### config.mk
export PLATFORM = sky130hd
export DESIGN_NAME = scsh_top
export DESIGN_NICKNAME = d
export VERILOG_FILES = /design/src/hw/scsh_top.v /design/src/hw/scsh_sync2.v
export VERILOG_INCLUDE_DIRS = /design/src /design/src/include
export SDC_FILE = /design/constraint.sdc
export NUM_CORES = 1
export LEC_CHECK = 0
export ABC_CLOCK_PERIOD_IN_PS = 6550
export BUFFER_PORTS_ARGS = -buffer_cell sky130_fd_sc_hd__clkbuf_2
export CAP_MARGIN = 30
export CORE_UTILIZATION = 55
export DETAILED_ROUTE_END_ITERATION = 7
export PLACE_DENSITY_LB_ADDON = 0.3
export SLEW_MARGIN = 10
export SYNTH_ARGS = -nofsm -noshare
export SYNTH_HDL_FRONTEND = slang
export SYNTH_SLANG_ARGS = --single-unit
export TNS_END_PERCENT = 5
### constraint.sdc
create_clock -name mclk -period 6.55 [get_ports mclk]
set_input_delay 0.3275 -clock mclk [delete_from_list [all_inputs] [get_ports mclk]]
set_output_delay 0.3275 -clock mclk [all_outputs]
set_load 0.02 [all_outputs]
### src/include/scsh_defines.vh
/*
 * constants for the sync control/status/host pin block: mode codes,
 * strap values, timing figures and frame pulse default.
 * assumes a 100 MHz core clock (mclk).
 */
`ifndef SCSH_DEFINES_VH
`define SCSH_DEFINES_VH

// =====================================================================
// mode encoding
`define SCSH_MODE_NORMAL     1'b0
`define SCSH_MODE_FREERUN    1'b1
`define SCSH_MODE_REG_ADDR   8'h1F
`define SCSH_MODE_BIT        0
`define SCSH_MODE_SRC_BIT    1

// =====================================================================
// port select strap
`define SCSH_PORT_SPI        1'b0
`define SCSH_PORT_I2C        1'b1

// =====================================================================
// timing
`define SCSH_CLK_HZ          100000000
`define SCSH_RST_MIN_NS      300
`define SCSH_RST_MIN_CYC     ((`SCSH_RST_MIN_NS * (`SCSH_CLK_HZ / 1000000) + 999) / 1000)
`define SCSH_FP_DEF_HZ       8000
`define SCSH_FP_DEF_DIV      (`SCSH_CLK_HZ / `SCSH_FP_DEF_HZ)

`endif

### src/hw/scsh_top.v
/*
 * pin-level control, status and host port steering of a network clock
 * synchroniser: mode strap/pin, lock and holdover outputs, open-drain
 * interrupt, spi/i2c pin sharing, telecom frame pulse default rate.
 * assumes reset comes from the device reset pin already inverted and held
 * by the board; the serial protocol engines sit on the core side ports.
 */
// Operation
// - during reset the mode pin level picks the default mode, low normal, high free-run.
// - after reset the mode follows the pin or the mode select register at 0x1F.
// - the phase aligned output is high while the loop is frequency and phase locked.
// - the coasting output is high while the loop is in holdover.
// - a high port select strap enables the i2c port, a low one the spi port.
// - the shared clock pin is the spi clock input or the bidirectional i2c clock.
// - the shared data pin is the spi data input or the bidirectional i2c data line.
// - the serial output pin carries spi read data and is unused in i2c mode.
// - the select pin is spi chip select, active low, or i2c address bit 0.
// - the interrupt pin is pulled low on a status change and the host reads the status regs.
// - the frame pulse style is configurable and defaults to 8 kHz after reset.
`timescale 1ns/10ps
`default_nettype none
`include "scsh_defines.vh"

module scsh_top #(
  parameter FP_DIV_W = 16,
  parameter FP_DIV   = `SCSH_FP_DEF_DIV
) (
  input  wire                mclk,
  input  wire                reset,
  // pins
  input  wire                mode_pin,
  input  wire                i2c_sel_pin,
  input  wire                serial_clk_in,
  output reg                 serial_clk_oe_n,
  input  wire                serial_data_in,
  output reg                 serial_data_oe_n,
  output reg                 serial_out,
  input  wire                select_or_addr_bit0_pin,
  output reg                 int_oe_n,
  output reg                 lock_out,
  output reg                 hold_out,
  output reg                 telecom_frame_pulse_out,
  // core side
  input  wire                loop_locked,
  input  wire                loop_holdover,
  input  wire                status_change,
  input  wire                irq_pending,
  input  wire                reg_wr,
  input  wire [7:0]          reg_addr,
  input  wire [7:0]          reg_wdata,
  input  wire                spi_so_data,
  input  wire                i2c_scl_low,
  input  wire                i2c_sda_low,
  input  wire                fp_cfg_wr,
  input  wire [FP_DIV_W-1:0] fp_cfg_div,
  input  wire [FP_DIV_W-1:0] fp_cfg_width,
  input  wire                fp_cfg_inv,
  output reg                 mode_freerun,
  output reg                 i2c_enabled,
  output reg                 spi_enabled,
  output reg                 host_clk,
  output reg                 host_data,
  output reg                 spi_cs_n,
  output reg                 i2c_addr_bit0
);

  wire mode_s;
  wire i2c_s;
  wire sclk_s;
  wire sdat_s;
  wire sel_s;

  // =====================================================================
  // pin synchronisers
  scsh_sync2 #(.RST_VAL(1'b1)) u_mode (.clk(mclk), .reset(1'b0),
    .d(mode_pin), .q(mode_s));
  scsh_sync2 #(.RST_VAL(1'b1)) u_i2c  (.clk(mclk), .reset(1'b0),
    .d(i2c_sel_pin), .q(i2c_s));
  scsh_sync2 #(.RST_VAL(1'b1)) u_sclk (.clk(mclk), .reset(1'b0),
    .d(serial_clk_in), .q(sclk_s));
  scsh_sync2 #(.RST_VAL(1'b1)) u_sdat (.clk(mclk), .reset(1'b0),
    .d(serial_data_in), .q(sdat_s));
  scsh_sync2 #(.RST_VAL(1'b1)) u_sel  (.clk(mclk), .reset(1'b0),
    .d(select_or_addr_bit0_pin), .q(sel_s));

  // =====================================================================
  // mode control
  // synchronisers run through reset so the strap is valid while it is held
  reg mode_reg_q;
  // no source flag is kept: the later of a write and a pin edge rules
  reg mode_pin_last_q;
  reg mode_d;

  always @(posedge mclk) begin
    if (reset) begin
      mode_reg_q      <= mode_s;
      mode_pin_last_q <= mode_s;
    end else begin
      mode_pin_last_q <= mode_s;
      if (reg_wr && reg_addr == `SCSH_MODE_REG_ADDR) begin
        // a write in the same cycle as a pin edge wins
        mode_reg_q     <= reg_wdata[`SCSH_MODE_BIT];
      end else if (mode_s != mode_pin_last_q) begin
        // a fresh pin edge takes control back from the register
        mode_reg_q     <= mode_s;
      end
    end
  end

  always @* begin
    mode_d = mode_reg_q;
  end

  // =====================================================================
  // status, port steering and pins
  always @(posedge mclk) begin
    if (reset) begin
      mode_freerun     <= `SCSH_MODE_NORMAL;
      lock_out         <= 1'b0;
      hold_out         <= 1'b0;
      int_oe_n         <= 1'b1;
      i2c_enabled      <= 1'b0;
      spi_enabled      <= 1'b0;
      serial_clk_oe_n  <= 1'b1;
      serial_data_oe_n <= 1'b1;
      serial_out       <= 1'b0;
      host_clk         <= 1'b1;
      host_data        <= 1'b1;
      spi_cs_n         <= 1'b1;
      i2c_addr_bit0    <= 1'b0;
    end else begin
      mode_freerun <= mode_d;
      lock_out     <= loop_locked;
      hold_out     <= loop_holdover;
      // held low from a status change until the host clears the pending state
      int_oe_n     <= ~(irq_pending | status_change);
      i2c_enabled  <= (i2c_s == `SCSH_PORT_I2C);
      spi_enabled  <= (i2c_s == `SCSH_PORT_SPI);
      host_clk     <= sclk_s;
      host_data    <= sdat_s;
      if (i2c_s == `SCSH_PORT_I2C) begin
        serial_clk_oe_n  <= ~i2c_scl_low;
        serial_data_oe_n <= ~i2c_sda_low;
        serial_out       <= 1'b0;
        spi_cs_n         <= 1'b1;
        i2c_addr_bit0    <= sel_s;
      end else begin
        serial_clk_oe_n  <= 1'b1;
        serial_data_oe_n <= 1'b1;
        serial_out       <= spi_so_data;
        spi_cs_n         <= sel_s;
        i2c_addr_bit0    <= 1'b0;
      end
    end
  end

  // =====================================================================
  // telecom frame pulse generator
  // a shorter period written mid-count wraps at once through the >= compare
  // a width at or above the period gives a constant level
  reg [FP_DIV_W-1:0] fp_div_q;
  reg [FP_DIV_W-1:0] fp_width_q;
  reg                fp_inv_q;
  reg [FP_DIV_W-1:0] fp_cnt_q;

  always @(posedge mclk) begin
    if (reset) begin
      fp_div_q   <= FP_DIV[FP_DIV_W-1:0];
      fp_width_q <= {{(FP_DIV_W-1){1'b0}}, 1'b1};
      fp_inv_q   <= 1'b0;
      fp_cnt_q   <= {FP_DIV_W{1'b0}};
      telecom_frame_pulse_out <= 1'b0;
    end else begin
      if (fp_cfg_wr) begin
        fp_div_q   <= fp_cfg_div;
        fp_width_q <= fp_cfg_width;
        fp_inv_q   <= fp_cfg_inv;
      end
      if (fp_cnt_q >= fp_div_q - {{(FP_DIV_W-1){1'b0}}, 1'b1})
        fp_cnt_q <= {FP_DIV_W{1'b0}};
      else
        fp_cnt_q <= fp_cnt_q + {{(FP_DIV_W-1){1'b0}}, 1'b1};
      telecom_frame_pulse_out <= (fp_cnt_q < fp_width_q) ^ fp_inv_q;
    end
  end

endmodule

`default_nettype wire

### src/hw/scsh_sync2.v
/*
 * two-flop synchroniser for one level, with reset value.
 * assumes the input is asynchronous to clk; output is the second flop.
 */
`timescale 1ns/10ps
`default_nettype none

module scsh_sync2 #(
  parameter RST_VAL = 1'b0
) (
  input  wire clk,
  input  wire reset,
  input  wire d,
  output reg  q
);

  reg meta_q;

  // =====================================================================
  // meta flop is read only by the second flop
  always @(posedge clk) begin
    if (reset) begin
      meta_q <= RST_VAL;
      q      <= RST_VAL;
    end else begin
      meta_q <= d;
      q      <= meta_q;
    end
  end

endmodule

`default_nettype wire

Word-level counts from Yosys, hierarchy flattened
Index checks and enable logic that the tools add are counted.
Word-level totals
  flip-flop bits (word level): 75
  input port bits: 65
  output and inout bits: 14
  logic and storage cells: 50
Operators by class
  $add $sub $neg: 2
  magnitude comparators: 2
  equal/unequal tests: 2
  mux-type cells: 3
  bitwise operators: 6
  reduce and logical (&&, ||, !) cells: 5
Operator list (number)
  16-bit by 1-bit adder with 16-bit output (second input constant): 1
  16-bit greater-or-equal comparator: 1
  16-bit < comparator: 1
  16-bit by 1-bit subtractor with 16-bit output (second input constant): 1
  8-bit by 5-bit == test with 1-bit output (second input constant): 1
  2-bit OR reduction: 3
  1-bit inverter: 4
  1-bit two-way mux: 3
  3-bit nonzero test: 1
  1-bit logical AND: 1
  1-bit inequality test: 1
  1-bit bitwise OR: 1
  1-bit bitwise XOR: 1

Longest topological paths before layout
  depth in word-level cells: 4
  depth in mapped cells: 13
  mapped depth without buffers: 12

Cells and area by module
A second synthesis with hierarchy kept.
Second synthesis, totals
  cell total of the unflattened synthesis: 367
  area, all modules: 3527.1 um^2
By module, submodules not included
  scsh_top: times used 1, cells an instance 347, area an instance 3264.4 um^2, sequential area each 1311.3 um^2
  scsh_sync2: times used 5, cells an instance 4, area an instance 52.6 um^2, sequential area each 40.0 um^2

Least setup slack after synthesis
Ideal clock, no wire load.
  path type: reg-to-reg
  from: reg fp_div_q[0]
  to: reg fp_cnt_q[10]
  library setup time: 0.132 ns
  arrival: 2.672 ns
  required time: 6.418 ns
  slack: 3.746 ns
  cell stages (with the launch flop): 11
  path buffers: 1
  clock period less this slack: 2.804 ns
  cell sequence: dfxtp_1 -> nor3_2 -> nor3b_2 -> nand2_1 -> or4_1 -> xor2_1 -> ha_1 -> nand4_1 -> o311ai_2 -> buf_2 -> nor3_1
On the way
  longest elaborated chain between the ends: 3
Ends and longest elaborated chain
  start, declared: line scsh_top.v:161  | reg [FP_DIV_W-1:0] fp_div_q;
  start signal, assigned: line scsh_top.v:168  | fp_div_q <= FP_DIV[FP_DIV_W-1:0];
  start signal, assigned: line scsh_top.v:175  | fp_div_q <= fp_cfg_div;
  16-bit by 1-bit subtractor with 16-bit output: line scsh_top.v:179  | if (fp_cnt_q >= fp_div_q - {{(FP_DIV_W-1){1'b0}}, 1'b1})
  16-bit greater-or-equal comparator: line scsh_top.v:179
  2-bit OR reduction (no line)
  end signal, assigned: line scsh_top.v:171  | fp_cnt_q <= {FP_DIV_W{1'b0}};
  end signal, assigned: line scsh_top.v:180  | fp_cnt_q <= {FP_DIV_W{1'b0}};
  end signal, assigned: line scsh_top.v:182  | fp_cnt_q <= fp_cnt_q + {{(FP_DIV_W-1){1'b0}}, 1'b1};
  end, declared: line scsh_top.v:164  | reg [FP_DIV_W-1:0] fp_cnt_q;
Every way passes these cells.
A chain may end at the register's enable or synchronous reset.

Worst setup path after layout
  from: reg fp_div_q[0]
  to: reg fp_cnt_q[13]
The elaborated chain is that of the path after synthesis.

==> flow_metrics.tcl <==
set metrics [dict create \
    startpoint_type "register" \
    rsz0062_at_grt "no" \
    htree_num_levels 3 \
    worstSetupPathType "register to register" \
    firstDrtPassIters 4 \
    drt_wl_total_um 6620 \
    drt_iter0_drc 96 \
    p_leak_uw 0.00186 \
    min_path_cells 1 \
    outcome "finished clean" \
    worst_slew_pin_slew_ps 883 \
    area_growth_pct 18.4 \
    die_w_um 81.3 \
    syn_avg_cell_area_um2 9.72 \
    end_kind "register" \
    die_area_um2 6610 \
    grt_overflow_total 0 \
    synthTopCellsByArea "dfxtp_1, ha_1, mux2i_1, nor2_1, xnor2_1" \
    via_per_inst 5.26 \
    synth_nets 454 \
    nets 527 \
    final_hold_viol_count 0 \
    avgRoutedWirePerCell_um 13.0 \
    cts_buffers 9 \
    place_area_um2 3900 \
    post-dp-hpwl_um 4970 \
    initial_core_util 0.578 \
    clkSlewWorstSetupHoldPaths_ps 80 \
    fp.dieH_um 81.3 \
    hold_end "u_mode.meta_q$_DFF_P_" \
    design.core.area_um2 5990 \
    grtUsageTotal 0.215 \
    postCtsHoldBufs 0 \
    cts_resized 0 \
    yosysTopAreaCell "dfxtp_1" \
    slew_viol_final 0 \
    fp-row-count 28 \
    synth_cells 356 \
    clkLatencyLatePin_ps 350 \
    powerDensity_nw_per_um2 234 \
    tns_ps 0 \
    worstSetupStartpoint "fp_div_q[0]$_SDFFE_PP0P_" \
    holdCritStartpoint "mode_pin" \
    period_needed_ps 3110 \
    fin_skew_ps 8.61 \
    clock_path_buffers 2 \
    antenna_found_initial 0 \
    ys_seq_area_frac 0.437 \
    grt_pass1_wl_um 10700 \
    ff2ff_setup_slack_ps 3440 \
    r2r_cells 10 \
    timing.rr.end "fp_cnt_q[13]$_SDFF_PP0_" \
    syn-cell-area_um2 3460 \
    layout-drive-gt1-share 0.230 \
    io_buffers 71 \
    grt_max_degree 47 \
    cts_tree "yes" \
    worstPathArrival_ps 3320 \
    io_pins 79 \
    reg_top3 "fp_cnt_q: 16 flops, fp_div_q: 16 flops, fp_width_q: 16 flops" \
    setup_viol 0 \
    ys_ff_latch 75 \
    fin_ws_ps 3440 \
    post-route-drc-count 0 \
    grt_pass1_vias 2534 \
    r2r_start "fp_div_q[0]$_SDFFE_PP0P_" \
    antennaDiodeCount 0 \
    worst_slew_margin_rel 0.411 \
    cp.required_ps 6760 \
    ir_drop_mv 0.213 \
    clkSinkCount 75 \
    drv_cap 0 \
    vias 2675 \
    yosysTopAreaCellShare 0.428 \
    fin_crit_sh 0.475 \
    yosys_warnings 0 \
    hold_path.class "primary input to register" \
    ys_types 43 \
    globalplace.congestion 0.795 \
    postRouteAntennaNets 0 \
    fin_area_um2 4100 \
    post_cts_buffers 0 \
    cp_max_fo 11 \
    dp_slack_ps 3500 \
    fmax_mhz 322 \
    root_buffer "clkbuf_8" \
]
worst max-delay path by stage:
stage	to	slack, ps	cells past startpoint
after floorplan	fp_cnt_q[10]$_SDFF_PP0_	3750	10
after global placement	fp_cnt_q[14]$_SDFF_PP0_	3300	9
after detailed placement	fp_cnt_q[13]$_SDFF_PP0_	3500	10
after CTS	fp_cnt_q[13]$_SDFF_PP0_	3450	10
after global routing	fp_cnt_q[13]$_SDFF_PP0_	3240	12
final	fp_cnt_q[13]$_SDFF_PP0_	3440	10
final cells by class:
type	instances	area, um2
clock inverter	6	63.8
timing repair buffer	74	390
fill	478	1890
sequential	75	1510
clock buffer	10	138
tap	75	93.8
inverter	19	71.3
multi-input combinational	250	1830
worst max-delay path, stage by stage, from the launching register on:
cell      delay, ps
dfxtp_1         340
nor3_2          210
nor3b_2         270
nand2_1         190
or4_1           520
xor2_1          170
ha_1            300
nand4_1         150
o311ai_2        490
buf_4           270
nor3_1           70
stage by stage:
stage,power [uW],utilization,hold slack (ps),std cells
after global placement,603,0.645,312,490
after floorplan,571,-,310,356
final,958,0.684,78.1,509
after detailed placement,609,0.650,317,493
after global routing,998,0.684,56.7,509
after CTS,966,0.684,64.3,509
metal layers:
metal / wire (um) / vias up / track usage / part of all wire
met3: 195 / 11 / 0.0539 / 0.029
met1: 2960 / 1245 / 0.243 / 0.45
met2: 3340 / 41 / 0.378 / 0.51
li1: - / 1378 / - / -
met5: 0 / - / 0 / 0
met4: 119 / 0 / 0.0946 / 0.018
cell families after synthesis:
group	after synthesis	share of synthesized area
buffers and inverters	31	0.0347
AO/OA/AOI/OAI	38	0.0727
XOR/XNOR	27	0.0683
flip-flops	75	0.437
multiplexers	27	0.0785
adder cells (fa/ha/maj)	33	0.119
AND/OR/NAND/NOR	125	0.190
layout by cell type (no fill, tap or decap), types with 10 or more instances in the layout:
master,n
clkbuf_8,10
inv_1,19
nand2_1,15
dfxtp_1,74
xor2_1,13
nor2_1,39
a21oi_1,11
clkbuf_2,71
o21ai_0,10
nor2b_1,15
mux2i_1,26
ha_1,33
xnor2_1,14
nor3_1,17
cell usage after synthesis, drive strengths merged:
library cell / count
mux2i: 26
o21bai: 1
mux2: 1
ha: 33
o21ai: 10
nand4bb: 1
or2: 2
nor4b: 1
or3: 3
nor2: 39
and3: 3
edfxtp: 1
nand3: 6
a21oi: 11
and2: 3
nand2b: 2
a211oi: 2
xnor2: 14
buf: 5
a211o: 7
dfxtp: 74
nor3: 19
nor2b: 15
or4: 3
nor4: 1
nand3b: 1
a21o: 2
nor3b: 3
a31oi: 1
xor2: 13
a41oi: 1
and4: 1
nand4: 7
a31o: 1
o311ai: 1
inv: 19
nand2: 15
clkbuf: 7
o211ai: 1
report_power, final:
| group | total [uW] | switching [uW] | internal [uW] |
|---|---|---|---|
| Clock | 360 | 173 | 186 |
| Sequential | 495 | 15.5 | 480 |
| Combinational | 104 | 52.0 | 51.9 |
(Power assumes the default switching activity.)
